**src/pkg/dcs3_consts.vh**
```
/*
  constants for the third control and status word block: bit positions,
  telegram code and reset values.
  assumes inclusion by bare name from the rtl files.
*/
`ifndef DCS3_CONSTS_VH
`define DCS3_CONSTS_VH

`define DCS3_WORD_W 16
`define DCS3_VAL_W 16
`define DCS3_TEL_W 10
`define DCS3_TEL_350 10'h15e

// control word bit positions
`define DCS3_CW_FIX_LO 0
`define DCS3_CW_FIX_HI 3
`define DCS3_CW_MDS_LO 4
`define DCS3_CW_MDS_HI 5
`define DCS3_CW_DROOP 11
`define DCS3_CW_TORQUE 12
`define DCS3_CW_EXTFLT_N 13
`define DCS3_CW_IDS1 15

// status word bit positions
`define DCS3_SW_STANDSTILL 1
`define DCS3_SW_MINSPD 2
`define DCS3_SW_CURR 3
`define DCS3_SW_SPD2_HI 4
`define DCS3_SW_SPD2_LO 5
`define DCS3_SW_DC_LO 7
`define DCS3_SW_DC_HI 8
`define DCS3_SW_RAMP_DONE 9
`define DCS3_SW_TECH_LO 10
`define DCS3_SW_TECH_HI 11

// fault code raised by the external fault input, value arbitrary
`define DCS3_EXT_FAULT_CODE 16'h0001
`define DCS3_CTRL_RST 16'h2000

`endif

```
**src/rtl/dcs3_word3.v**
```verilog
/*
  decodes the third drive control word into setpoint, data set and mode
  selects, and builds the third drive status word from comparisons and the ramp state.
  assumes all inputs synchronous to mclk; the control word is written
  with a one-cycle strobe, telegram type is a level.
*/
`timescale 1ns/1ps
`include "dcs3_consts.vh"
module dcs3_word3 (
  input wire mclk,
  input wire rst_n,
  input wire ce,
  input wire ctrlWrite,
  input wire [`DCS3_WORD_W-1:0] drive_control_word_three,
  input wire [`DCS3_TEL_W-1:0] telegramType,
  input wire [`DCS3_VAL_W-1:0] actualSpeed,
  input wire [`DCS3_VAL_W-1:0] actualCurrent,
  input wire [`DCS3_VAL_W-1:0] dcLinkVoltage,
  input wire [`DCS3_VAL_W-1:0] techCtrlOutput,
  input wire rampActive,
  input wire [`DCS3_VAL_W-1:0] standstill_speed_threshold,
  input wire [`DCS3_VAL_W-1:0] minimum_speed_limit,
  input wire [`DCS3_VAL_W-1:0] current_threshold,
  input wire [`DCS3_VAL_W-1:0] speed_threshold_two,
  input wire [`DCS3_VAL_W-1:0] dc_link_threshold,
  input wire [`DCS3_VAL_W-1:0] tech_ctrl_lower_limit,
  input wire [`DCS3_VAL_W-1:0] tech_ctrl_upper_limit,
  output reg [3:0] fixedSetpointSel_q,
  output reg [1:0] motor_param_set_select_q,
  output reg [1:0] interface_param_set_select_q,
  output reg droopEnable_q,
  output reg torqueControl_q,
  output reg external_fault_source_q,
  output reg externalFault_q,
  output reg [`DCS3_WORD_W-1:0] external_fault_code_q,
  output reg [`DCS3_WORD_W-1:0] drive_status_word_three
);

  // ==========================================================
  // control word capture and decode
  // ==========================================================
  reg [`DCS3_WORD_W-1:0] ctrlWord_q;
  reg tel350_q;
  wire tel350Now;
  wire bound;

  assign tel350Now = (telegramType == `DCS3_TEL_350);
  // bindings hold only while telegram 350 is selected
  assign bound = tel350Now;

  always @(posedge mclk) begin
    if (!rst_n) begin
      ctrlWord_q <= `DCS3_CTRL_RST;
      tel350_q <= 1'b0;
    end else if (ce) begin
      tel350_q <= tel350Now;
      if (tel350_q && !tel350Now) begin
        ctrlWord_q <= `DCS3_CTRL_RST;
      end else if (ctrlWrite && tel350Now) begin
        ctrlWord_q <= drive_control_word_three;
      end
    end
  end

  always @(posedge mclk) begin
    if (!rst_n) begin
      fixedSetpointSel_q <= 4'h0;
      motor_param_set_select_q <= 2'h0;
      interface_param_set_select_q <= 2'h0;
      droopEnable_q <= 1'b0;
      torqueControl_q <= 1'b0;
      external_fault_source_q <= 1'b1;
      externalFault_q <= 1'b0;
      external_fault_code_q <= 16'h0000;
    end else if (ce) begin
      if (!bound) begin
        // unbound: all zero, fault source held at constant one
        fixedSetpointSel_q <= 4'h0;
        motor_param_set_select_q <= 2'h0;
        interface_param_set_select_q <= 2'h0;
        droopEnable_q <= 1'b0;
        torqueControl_q <= 1'b0;
        external_fault_source_q <= 1'b1;
      end else begin
        fixedSetpointSel_q <=
          ctrlWord_q[`DCS3_CW_FIX_HI:`DCS3_CW_FIX_LO];
        motor_param_set_select_q <=
          ctrlWord_q[`DCS3_CW_MDS_HI:`DCS3_CW_MDS_LO];
        // bit 0 of this select is tied to zero
        interface_param_set_select_q <=
          {ctrlWord_q[`DCS3_CW_IDS1], 1'b0};
        droopEnable_q <= ctrlWord_q[`DCS3_CW_DROOP];
        torqueControl_q <= ctrlWord_q[`DCS3_CW_TORQUE];
        external_fault_source_q <= ctrlWord_q[`DCS3_CW_EXTFLT_N];
      end
      // bits 6 to 10 and 14 never read
      externalFault_q <= bound ? !ctrlWord_q[`DCS3_CW_EXTFLT_N] : 1'b0;
      external_fault_code_q <= (bound && !ctrlWord_q[`DCS3_CW_EXTFLT_N]) ?
        `DCS3_EXT_FAULT_CODE : 16'h0000;
    end
  end

  // ==========================================================
  // status comparisons and ramp done flag
  // ==========================================================
  wire [`DCS3_VAL_W-1:0] speedMag;
  wire standstillFlag;
  wire minSpeedFlag;
  wire currentFlag;
  wire speedTwoFlag;
  wire dcLinkFlag;
  wire techUpperFlag;
  wire techLowerFlag;
  reg rampDone_q;

  dcs3_abs #(.W(`DCS3_VAL_W)) uAbs (
    .val(actualSpeed),
    .mag(speedMag)
  );

  dcs3_cmp_gt #(.W(`DCS3_VAL_W), .OR_EQUAL(0)) uStand (
    .mclk(mclk), .rst_n(rst_n), .ce(ce),
    .a(speedMag), .b(standstill_speed_threshold), .flag(standstillFlag)
  );
  dcs3_cmp_gt #(.W(`DCS3_VAL_W), .OR_EQUAL(0)) uMin (
    .mclk(mclk), .rst_n(rst_n), .ce(ce),
    .a(speedMag), .b(minimum_speed_limit), .flag(minSpeedFlag)
  );
  dcs3_cmp_gt #(.W(`DCS3_VAL_W), .OR_EQUAL(1)) uCurr (
    .mclk(mclk), .rst_n(rst_n), .ce(ce),
    .a(actualCurrent), .b(current_threshold), .flag(currentFlag)
  );
  dcs3_cmp_gt #(.W(`DCS3_VAL_W), .OR_EQUAL(0)) uSpd2 (
    .mclk(mclk), .rst_n(rst_n), .ce(ce),
    .a(speedMag), .b(speed_threshold_two), .flag(speedTwoFlag)
  );
  dcs3_cmp_gt #(.W(`DCS3_VAL_W), .OR_EQUAL(0)) uDc (
    .mclk(mclk), .rst_n(rst_n), .ce(ce),
    .a(dcLinkVoltage), .b(dc_link_threshold), .flag(dcLinkFlag)
  );
  dcs3_cmp_gt #(.W(`DCS3_VAL_W), .OR_EQUAL(0)) uTechHi (
    .mclk(mclk), .rst_n(rst_n), .ce(ce),
    .a(techCtrlOutput), .b(tech_ctrl_upper_limit), .flag(techUpperFlag)
  );
  // lower limit: output <= limit, i.e. limit >= output
  dcs3_cmp_gt #(.W(`DCS3_VAL_W), .OR_EQUAL(1)) uTechLo (
    .mclk(mclk), .rst_n(rst_n), .ce(ce),
    .a(tech_ctrl_lower_limit), .b(techCtrlOutput), .flag(techLowerFlag)
  );

  always @(posedge mclk) begin
    if (!rst_n) begin
      rampDone_q <= 1'b0;
    end else if (ce) begin
      rampDone_q <= !rampActive;
    end
  end

  // ==========================================================
  // status word assembly
  // ==========================================================
  reg [`DCS3_WORD_W-1:0] statusWord_d;

  always @* begin
    statusWord_d = 16'h0000;
    statusWord_d[`DCS3_SW_STANDSTILL] = standstillFlag;
    statusWord_d[`DCS3_SW_MINSPD] = minSpeedFlag;
    statusWord_d[`DCS3_SW_CURR] = currentFlag;
    statusWord_d[`DCS3_SW_SPD2_HI] = speedTwoFlag;
    statusWord_d[`DCS3_SW_SPD2_LO] = !speedTwoFlag;
    statusWord_d[`DCS3_SW_DC_LO] = !dcLinkFlag;
    statusWord_d[`DCS3_SW_DC_HI] = dcLinkFlag;
    statusWord_d[`DCS3_SW_RAMP_DONE] = rampDone_q;
    statusWord_d[`DCS3_SW_TECH_LO] = techLowerFlag;
    statusWord_d[`DCS3_SW_TECH_HI] = techUpperFlag;
  end

  always @(posedge mclk) begin
    if (!rst_n) begin
      drive_status_word_three <= 16'h0000;
    end else if (ce) begin
      drive_status_word_three <= statusWord_d;
    end
  end

endmodule // dcs3_word3

```
**src/rtl/dcs3_cmp_gt.v**
```verilog
/*
  registered comparator: flags a > b, or a >= b when orEqual is set.
  assumes operands synchronous to mclk.
*/
`timescale 1ns/1ps
module dcs3_cmp_gt #(
  parameter W = 16,
  parameter OR_EQUAL = 0
) (
  input wire mclk,
  input wire rst_n,
  input wire ce,
  input wire [W-1:0] a,
  input wire [W-1:0] b,
  output reg flag
);
  always @(posedge mclk) begin
    if (!rst_n) begin
      flag <= 1'b0;
    end else if (ce) begin
      flag <= (OR_EQUAL != 0) ? (a >= b) : (a > b);
    end
  end
endmodule // dcs3_cmp_gt

```
**src/rtl/dcs3_abs.v**
```verilog
/*
  absolute value of a signed two's complement word.
  assumes a combinational use by the caller.
*/
`timescale 1ns/1ps
module dcs3_abs #(
  parameter W = 16
) (
  input wire [W-1:0] val,
  output wire [W-1:0] mag
);
  assign mag = val[W-1] ? (~val + {{(W-1){1'b0}}, 1'b1}) : val;
endmodule // dcs3_abs

```
**config.mk**
```make
export PLATFORM = sky130hd
export DESIGN_NAME = dcs3_word3
export DESIGN_NICKNAME = d
export VERILOG_FILES = /design/src/rtl/dcs3_word3.v /design/src/rtl/dcs3_cmp_gt.v /design/src/rtl/dcs3_abs.v
export VERILOG_INCLUDE_DIRS = /design/src /design/src/pkg
export SDC_FILE = /design/constraint.sdc
export NUM_CORES = 1
export LEC_CHECK = 0
export ABC_AREA = 1
export ABC_CLOCK_PERIOD_IN_PS = 2200
export CORE_MARGIN = 5
export CORE_UTILIZATION = 60
export CTS_CLUSTER_SIZE = 20
export DETAILED_ROUTE_END_ITERATION = 12
export DONT_BUFFER_PORTS = 1
export PLACE_DENSITY = 0.79
export SKIP_LAST_GASP = 1
export SYNTH_ARGS = -nofsm -noshare
export SYNTH_HDL_FRONTEND = slang
export SYNTH_SLANG_ARGS = --single-unit
```
**constraint.sdc**
```tcl
create_clock -name mclk -period 2.2 [get_ports mclk]
set_input_delay 0.44 -clock mclk [delete_from_list [all_inputs] [get_ports mclk]]
set_output_delay 0.44 -clock mclk [all_outputs]
set_load 0.05 [all_outputs]
```
==> key figures, run 1 <==
Place
  • Placement Cell Area: 4980 um2
  • Hpwl dp: 10.4 mm
  • Placed insts: 847
  • RD Place Congestion: 0.849
  • Place WS: -309 ps
  • Port Buf Inserts: 0

Logic synthesis
  • Synth unique cells: 34
  • Synth async-reset ratio: 0%
  • Count leader, synth: nand2_1
  • Dominant cell type by area after synthesis: ha_1
  • Mean post-synth cell area: 6.62 um2
  • Seq/Total Area, Yosys: 16.1%
  • Syn Inst Count: 752
  • Ys Warns: 0
  • Number of synthesized register bits: 40
  • Ranking of synthesized cells by area: ha_1 28%, dfxtp_1 16%, nand2_1 12%
  • Yosys top cell area share: 28.4%
  • Synthesized area: 4970 um2
  • Ys flop type: dfxtp_1
  • Synth cell count leaders: 156 x nand2_1, 152 x inv_1, 113 x ha_1
  • Number of synthesized flops with an enable pin: 0

Clock tree
  • Clock H-tree levels: 2
  • CTS tree: done
  • CTS Sinks: 40
  • Worst-skew pair later-pin latency: 290 ps
  • Hold-fix buffers at CTS: 0
  • Clock slew seen by the registers of the worst setup and hold paths: 80 ps
  • Root buf cell: clkbuf_8
  • Clock Tree Buf Depth: 2
  • Number of buffers created by CTS: 5
  • Setup Buffers After CTS: 0
  • Cts repair resizes: 0

Global routing
  • First-pass GRT wire length: 17.7 mm
  • Tot GR Track Use: 20.9%
  • Vias in the first global route: 4193
  • Grt total ovfl: 0
  • Largest net degree at the start of global routing: 28
  • Initial antenna violation count: 0

STA
  • RSZ-0062 raised after global routing: true
  • Final max-slew violation count: 0
  • Final worst slack: 78.8 ps
  • Final hold vios: 0
  • Slew @ Worst Pin: 726 ps
  • Fin crit period: 2120 ps
  • Max Freq: 471 MHz
  • Setup violators final: 0
  • Fin crit share: 96.4%
  • Fin Clk Skew: 6.22 ps
  • Setup_tns: 0 ps
  • Smallest hold slack: 214 ps
  • Slew HR: 51.3%

Cells and area
  • Layout area overhead: 3.80%
  • Share of layout cells above drive strength 1: 5.20%
  • Filler instances: 733
  • Finished Cell Area: 5160 um2
  • Antenna cell count: 0
  • Fin cells: 855
  • Fin nets: 1069

Die
  • Core footprint: 8130 um2
  • Core Rows: 33
  • Die area: 10200 um2
  • Initial Util: 61.2%
  • IO Pins: 251
  • Die width: 101 um
  • Die H: 101 um

Min path
  • HP Start: rst_n
  • Worst min path class: input port to register

Power and ir drop
  • Pint: 0.00139 W
  • Peak VDD IR: 0.237 mV
  • Switching share of power: 36.7%
  • Sw power: 0.000803 W
  • Static Leak: 2.93 nW
  • Sequential power share: 36.5%
  • Pwr/cell area: 425 nW/um2
  • Combinational cell fraction of total power: 35.8%
  • Clock power frac: 27.7%

Flow run
  • Maxcap violations: 0

Critical path
  • Worst Setup Start Kind: input port
  • Required @ worst endpoint: 2360 ps
  • Worst setup path start: actualSpeed[7]
  • WS Path Type: input port to register
  • R2r startpoint: tel350_q
  • Reg2reg setup slack: 1070 ps
  • CP Data Arrival Time: 2280 ps
  • CP endpoint kind: register
  • CP Max Fanout: 3

Routing
  • DRT Wirelength: 11.8 mm
  • Vias per cell: 5.23
  • Via Count: 4474
  • Post-DR wirelength/cell: 13.8 um
  • ANT nets after route: 0
  • # DRC: 0
  • First-pass iteration count of the detailed router: 4
  • Iteration-0 DRC Markers: 116

Run status
  • Run status: completed
-- through the flow --
step	power, W	util [%]
floorplan	0.00148	-
detailed placement	0.00159	61.2
finish	0.00219	63.5
global placement	0.00154	61.2
CTS	0.00220	62.6
global route	0.00237	63.5
-- state kept, by name, summed over array words and instances (netlist names) --
| name | cells |
|---|---|
| torqueControl_q | 1 |
| uCurr.flag | 1 |
| uStand.flag | 1 |
| uTechHi.flag | 1 |
| external_fault_source_q | 1 |
| uSpd2.flag | 1 |
| ctrlWord_q | 10 |
| interface_param_set_select_q | 1 |
| droopEnable_q | 1 |
| rampDone_q | 1 |
| uTechLo.flag | 1 |
| motor_param_set_select_q | 2 |
| fixedSetpointSel_q | 4 |
| uMin.flag | 1 |
| uDc.flag | 1 |
| drive_status_word_three | 10 |
| externalFault_q | 1 |
| tel350_q | 1 |
-- final cells by class --
cell class / count / area, um2 / area share (%)
sequential: 40 / 801 / 15.5
timing repair buffer: 5 / 50.0 / 0.969
clock buffer: 5 / 68.8 / 1.33
multi-input combinational: 543 / 3490 / 67.5
tap: 105 / 131 / 2.54
inverter: 154 / 581 / 11.2
clock inverter: 3 / 46.3 / 0.897
-- metal layers --
metal  vias to the layer above  wire, um  track usage, %
li1                       2329         -               -
met1                      1945      4430            23.5
met2                       180      6020            38.6
met3                        20      1130            5.61
met4                         0       225            5.32
met5                         -         0               0
-- power groups by stage --
stage               registers (W)  logic [W]  clock network, W
floorplan                0.000811   0.000665                 0
global placement         0.000818   0.000722                 0
detailed placement       0.000818   0.000767                 0
CTS                      0.000801   0.000773          0.000625
global route             0.000804   0.000915          0.000653
finish                   0.000800   0.000784          0.000608
-- critical path: stages --
cell and delay, ps:
or2_4 250, nor2_4 100, nand2_2 50, nor2_2 130, nand2_2 100, nand2_2 120
xor2_4 220, ha_1 280, a21oi_1 140, o21ai_0 130, a21oi_1 140, nand2_1 70
nand2_1 50, a21oi_1 50
-- cells by family (layout without fill, tap and decap cells) --
group / after synthesis / count (layout) / share of synthesized area (%)
adders and majority gates: 113 / 113 / 28.4
DFF: 40 / 40 / 16.1
xor gates and xnor gates: 13 / 13 / 2.44
buffers and inverters: 190 / 167 / 16.8
AOI/OAI and AO/OA: 110 / 110 / 11.5
other: 1 / 22 / 0.0754
and+or+nand+nor: 285 / 285 / 24.6
-- worst paths after layout --
kind	depth (start not counted)	to
max	14	uSpd2.flag
min	1	external_fault_source_q
max reg2reg	3	ctrlWord_q[1]
min reg2reg	2	interface_param_set_select_q[1]
-- placed cells by master (no fill, tap or decap), types with 2 or more instances in the layout --
| cell | count |
|---|---|
| a21oi_1 | 76 |
| nand4_1 | 10 |
| dfxtp_1 | 40 |
| o21ai_0 | 22 |
| xor2_1 | 8 |
| a21oi_2 | 2 |
| ha_4 | 2 |
| ha_1 | 111 |
| nand3b_1 | 2 |
| conb_1 | 22 |
| inv_1 | 152 |
| nand2_2 | 7 |
| nor2_1 | 65 |
| nor2_2 | 5 |
| buf_4 | 4 |
| nand3_1 | 34 |
| o21a_1 | 2 |
| a21o_1 | 6 |
| xnor2_1 | 3 |
| clkbuf_8 | 5 |
| o21ai_1 | 2 |
| nand2_1 | 154 |
Power figures use the tool's default switching activity.
==> run 2: changes to the inputs <==
--- a/config.mk
+++ b/config.mk
@@ -13,6 +13,7 @@
 export CTS_CLUSTER_SIZE = 20
 export DETAILED_ROUTE_END_ITERATION = 12
 export DONT_BUFFER_PORTS = 1
+export GPL_TIMING_DRIVEN = 0
 export PLACE_DENSITY = 0.79
 export SKIP_LAST_GASP = 1
 export SYNTH_ARGS = -nofsm -noshare
==> run 2 against run 1 <==
  * Core utilization increased by 2.4 points
  * Cell count increased by 3.7%
  * Die area unchanged
  * Critical endpoint unchanged
  * Largest power group is now combinational cells
  * First-iteration DRC count decreased by 34%
  * Sequential power about the same
  * Total power decreased by 3.1%
==> key figures, run 2 (synthesis gave the netlist of run 1 again) <==
STA
  • Final worst slack: 46.7 ps
  • Smallest hold slack: 238 ps
  • Setup violators final: 0
  • Fin crit period: 2150 ps
  • RSZ-0062 raised after global routing: true
  • Max Freq: 464 MHz
  • Fin crit share: 97.9%
  • Fin Clk Skew: 4.05 ps
  • Slew HR: 61.9%
  • Final hold vios: 0
  • Final max-slew violation count: 0
  • Slew @ Worst Pin: 571 ps

Power and ir drop
  • Pint: 0.00133 W
  • Switching share of power: 37.6%
  • Clock power frac: 23.0%
  • Power, Total: 0.00212 W
  • Pwr/cell area: 396 nW/um2
  • Static Leak: 3.07 nW
  • Combinational cell fraction of total power: 39.3%
  • Sequential power share: 37.7%
  • Sw power: 0.000798 W
  • Peak VDD IR: 0.309 mV

Routing
  • WL met2: 6.37 mm
  • Post-DR wirelength/cell: 14.2 um
  • DRT Wirelength: 12.6 mm
  • ANT nets after route: 0
  • # DRC: 0
  • DR top layer: met4
  • Vias per cell: 5.28
  • First-pass iteration count of the detailed router: 4
  • WL met3: 1.06 mm
  • Iteration-0 DRC Markers: 76
  • Met1 WL: 4.80 mm
  • Via Count: 4681

Critical path
  • Worst setup path start: actualSpeed[0]
  • Worst Setup Start Kind: input port
  • CP Max Fanout: 4
  • CP endpoint kind: register
  • Required @ worst endpoint: 2350 ps
  • CP Data Arrival Time: 2310 ps
  • R2r startpoint: drive_status_word_three[5]
  • WS Path Type: input port to register

Global routing
  • First-pass GRT wire length: 19.3 mm
  • Largest net degree at the start of global routing: 12
  • Vias in the first global route: 4539
  • Grt total ovfl: 0
  • Tot GR Track Use: 22.8%
  • Initial antenna violation count: 0

Min path
  • HP Start: rampActive
  • Worst min path class: input port to register

Cells and area
  • Layout area overhead: 7.80%
  • Fin nets: 1101
  • Multi-input logic area: 3500 um2
  • Regs by FF count: ctrlWord_q x10, drive_status_word_three x10, fixedSetpointSel_q x4
  • Antenna cell count: 0
  • Flip-flop and latch area: 801 um2
  • Filler instances: 731
  • Commonest non-fill, non-tap cell in the layout: nand2_1
  • Most frequent cells in the layout: 155 x nand2_1, 152 x inv_1, 111 x ha_1
  • Finished Cell Area: 5360 um2
  • Share of layout cells above drive strength 1: 9.08%

Clock tree
  • CTS Sinks: 40
  • Clock slew seen by the registers of the worst setup and hold paths: 70 ps
  • Number of buffers created by CTS: 5
  • CTS tree: done
  • Clock H-tree levels: 2
  • Worst-skew pair later-pin latency: 290 ps
  • Clock Tree Buf Depth: 2
  • Root buf cell: clkbuf_8

Die
  • Die width: 101 um
  • Core footprint: 8130 um2
  • Die area: 10200 um2
  • Die H: 101 um
  • IO Pins: 251
  • Core Rows: 33
  • Initial Util: 61.2%

Place
  • Hpwl dp: 11.1 mm
  • Place WS: -342 ps
  • Port Buf Inserts: 0
  • RD Place Congestion: 0.858
  • Placement Cell Area: 5180 um2

Flow run
  • Maxcap violations: 0

Run status
  • Run status: completed
## run 2: cell count changes in the layout (fill, tap and decap cells not counted), moves of 3 or more
| cell | change |
|---|---|
| a21oi_1 | -4 |
| o21ai_0 | -3 |
| buf_2 | +5 |
| buf_4 | +21 |
| a21oi_2 | +4 |
| clkbuf_1 | +6 |
## run 2: worst paths after layout
path,to,slack [ps],cells past startpoint
worst min register to register,droopEnable_q,460,2
worst max-delay path,uSpd2.flag,50,15
worst max register to register,drive_status_word_three[5],1180,2
worst min-delay path,rampDone_q,240,1
## run 2: metrics by stage
stage	TNS [ps]	utilization, %	std cells
after global placement	-798	63.7	878
final	0	65.9	887
after detailed placement	-950	63.7	878
after floorplan	0	-	773
after CTS	0	65.0	886
after global routing	-153	65.9	887
## run 2: final cells by class
type / instances / area share [%]
Tap cell: 105 / 2.45
Timing Repair Buffer: 1 / 0.140
Buffer: 36 / 4.78
Sequential cell: 40 / 14.9
Clock buffer: 8 / 1.68
Inverter: 154 / 10.8
Multi-Input combinational cell: 543 / 65.2
## run 2: metal layers
| metal | global-route usage, % | vias to the layer above |
|---|---|---|
| li1 | - | 2400 |
| met1 | 24.8 | 2044 |
| met2 | 43.1 | 201 |
| met3 | 4.36 | 36 |
| met4 | 8.18 | 0 |
| met5 | 0 | - |
## run 2: power by group through the flow
stage	Sequential [W]	Clock (W)	Combinational, W
final	0.000802	0.000489	0.000834
after global routing	0.000804	0.000535	0.000968
after global placement	0.000818	0	0.000763
after detailed placement	0.000819	0	0.000811
after CTS	0.000802	0.000500	0.000817
after floorplan	0.000811	0	0.000665
## run 2: worst max-delay path, stage by stage
cell and delay [ps]:
inv_1 120, ha_2 220, nand3_1 100, nand2_2 110, nand2_2 100, a21oi_2 150, xnor2_1 130, ha_1 290
nand2_1 80, nor2_2 150, nand2_1 120, nor2_1 120, nor2_1 40, nand2_1 70, a21oi_1 60
## run 2: repair_timing
action,in CTS,in global routing
hold buffers,0,0
pin swaps,0,13
endpoints found under the setup margin,2,3
resized for setup,1,19
setup buffers,0,1
==> run 3: changes to the inputs <==
--- a/config.mk
+++ b/config.mk
@@ -9,12 +9,11 @@
 export ABC_AREA = 1
 export ABC_CLOCK_PERIOD_IN_PS = 2200
 export CORE_MARGIN = 5
-export CORE_UTILIZATION = 60
+export CORE_UTILIZATION = 40
 export CTS_CLUSTER_SIZE = 20
 export DETAILED_ROUTE_END_ITERATION = 12
 export DONT_BUFFER_PORTS = 1
-export GPL_TIMING_DRIVEN = 0
-export PLACE_DENSITY = 0.79
+export GPL_TIMING_DRIVEN = 1
 export SKIP_LAST_GASP = 1
 export SYNTH_ARGS = -nofsm -noshare
 export SYNTH_HDL_FRONTEND = slang
==> run 3 against run 2 <==
  * Core utilization fell by 21 points
  * Clock skew barely moved
  * Cell count rose by 4.4%
  * Critical path type unchanged
==> key figures, run 3 (synthesis gave the netlist of run 1 again) <==
Run status
  • Run status: completed

Critical path
  • CP cell instances: or2_4 > nor2_4 > nand2_2 > nor2_4 > nand2_2 > nand2_4 > xor2_4 > ha_4 > nand2_1 > nor2_2 > buf_4 > a21oi_4 > nand2_1 > nand2_1 > a21oi_1
  • Most frequent CP cell: nand2_1
  • Worst setup path start: actualSpeed[7]
  • CP max stage delay: 260 ps
  • Worst Setup Start Kind: input port
  • CP endpoint kind: register
  • R2r startpoint: tel350_q
  • CP Max Fanout: 3
  • CP Data Arrival Time: 2210 ps
  • Required @ worst endpoint: 2360 ps
  • Worst path slowest cell: xor2_4
  • WS Path Type: input port to register

Cells and area
  • Share of layout cells above drive strength 1: 7.78%
  • Final Util: 44.6%
  • Most frequent cells in the layout: 152 x inv_1, 152 x nand2_1, 109 x ha_1
  • Antenna cell count: 0
  • Fin cells: 926
  • Regs by FF count: ctrlWord_q x10, drive_status_word_three x10, fixedSetpointSel_q x4
  • Fin nets: 1077
  • Layout area overhead: 8.63%

Clock tree
  • Worst-skew pair later-pin latency: 280 ps
  • Clock Tree Buf Depth: 2
  • Clock H-tree levels: 2
  • Number of buffers created by CTS: 5
  • Hold-fix buffers at CTS: 0
  • Clock slew seen by the registers of the worst setup and hold paths: 60 ps
  • CTS Sinks: 40
  • CTS tree: done
  • Root buf cell: clkbuf_16

STA
  • Fin crit period: 2060 ps
  • Max Freq: 486 MHz
  • Final hold vios: 0
  • Setup violators final: 0
  • Fin Clk Skew: 3.84 ps
  • Fin crit share: 93.5%
  • Setup_tns: 0 ps
  • RSZ-0062 raised after global routing: true
  • Final max-slew violation count: 0
  • Slew HR: 61.1%
  • Final worst slack: 144 ps
  • Slew @ Worst Pin: 577 ps

Die
  • Core Rows: 40
  • Die H: 122 um
  • Die area: 14800 um2
  • Core footprint: 12100 um2
  • Initial Util: 41.1%
  • IO Pins: 251
  • Die width: 122 um

Place
  • Hpwl dp: 10.9 mm
  • Place WS: -236 ps
  • Port Buf Inserts: 0
  • RD Place Congestion: 0.831
  • Placed insts: 917

Global routing
  • Vias in the first global route: 4460
  • Tot GR Track Use: 15.6%
  • Grt total ovfl: 0
  • Initial antenna violation count: 0
  • First-pass GRT wire length: 19.4 mm
  • Largest net degree at the start of global routing: 27

Power and ir drop
  • Static Leak: 2.99 nW
  • Sequential power share: 32.7%
  • Pint: 0.00160 W
  • Switching share of power: 34.8%
  • Sw power: 0.000853 W
  • Clock power frac: 34.1%
  • Peak VDD IR: 0.277 mV
  • Pwr/cell area: 454 nW/um2
  • Combinational cell fraction of total power: 33.2%

Routing
  • First-pass iteration count of the detailed router: 4
  • Iteration-0 DRC Markers: 136
  • # DRC: 0
  • Via Count: 4460
  • DRT Wirelength: 12.3 mm
  • ANT nets after route: 0
  • Vias per cell: 4.82
  • Post-DR wirelength/cell: 13.3 um

Min path
  • HP Start: rst_n
  • Worst min path class: input port to register

Flow run
  • Maxcap violations: 0
## run 3: cell types whose count changed in the layout (fill, tap and decap cells not counted), moves of 3 or more
cell,change
buf_2,-5
clkbuf_1,-6
nor2_2,+3
nand2_1,-3
buf_4,-12
clkbuf_8,-7
clkbuf_16,+5
nor2_1,-3
## run 3: final cells by class
cell class | count | area (um2)
fill | 1273 | 6710
multi-input combinational | 543 | 3540
sequential | 40 | 801
inverter | 154 | 581
tap | 168 | 210
clock buffer | 5 | 125
timing repair buffer | 13 | 97.6
clock inverter | 3 | 46.3
## run 3: repair_timing
item	in CTS	in global routing
resized for setup	0	27
setup buffers	0	1
endpoints found under the setup margin	0	3
## run 3: worst paths after layout
kind                                                 to  cells past startpoint  slack, ps
worst min register to register                uMin.flag                      2        460
worst max register to register           ctrlWord_q[13]                      3       1090
worst min-delay path            external_fault_source_q                      1        230
worst max-delay path                        uStand.flag                     15        140
## run 3: layer usage
metal / share of wire [%] / vias to the layer above / global-route usage, %
met1: 39 / 1947 / 16.9
met2: 52 / 150 / 30.8
met4: 0.96 / 0 / 2.87
met3: 7.9 / 10 / 3.54
li1: - / 2353 / -
met5: 0 / - / 0
## run 3: stage by stage
step / area, um2 / total power (W) / hold WS, ps
after detailed placement: 5100 / 0.00160 / 455
after global placement: 5100 / 0.00156 / 447
after global routing: 5400 / 0.00265 / 227
after floorplan: 5050 / 0.00148 / 431
after CTS: 5270 / 0.00245 / 227
final: 5400 / 0.00246 / 234
## run 3: power by group through the flow
| stage | Combinational (W) | Clock, W | Sequential [W] |
|---|---|---|---|
| finish | 0.000815 | 0.000838 | 0.000802 |
| detailed placement | 0.000780 | 0 | 0.000819 |
| global placement | 0.000742 | 0 | 0.000819 |
| CTS | 0.000785 | 0.000864 | 0.000803 |
| floorplan | 0.000665 | 0 | 0.000811 |
| global route | 0.000955 | 0.000894 | 0.000805 |
## run 3: critical path, delay by kind of cell
kind,cells,cell delay (ps)
buffers and inverters,1,130
and+or+nand+nor,10,930
AOI/OAI and AO/OA,2,190
adders and majority gates,1,250
xor gates and xnor gates,1,260
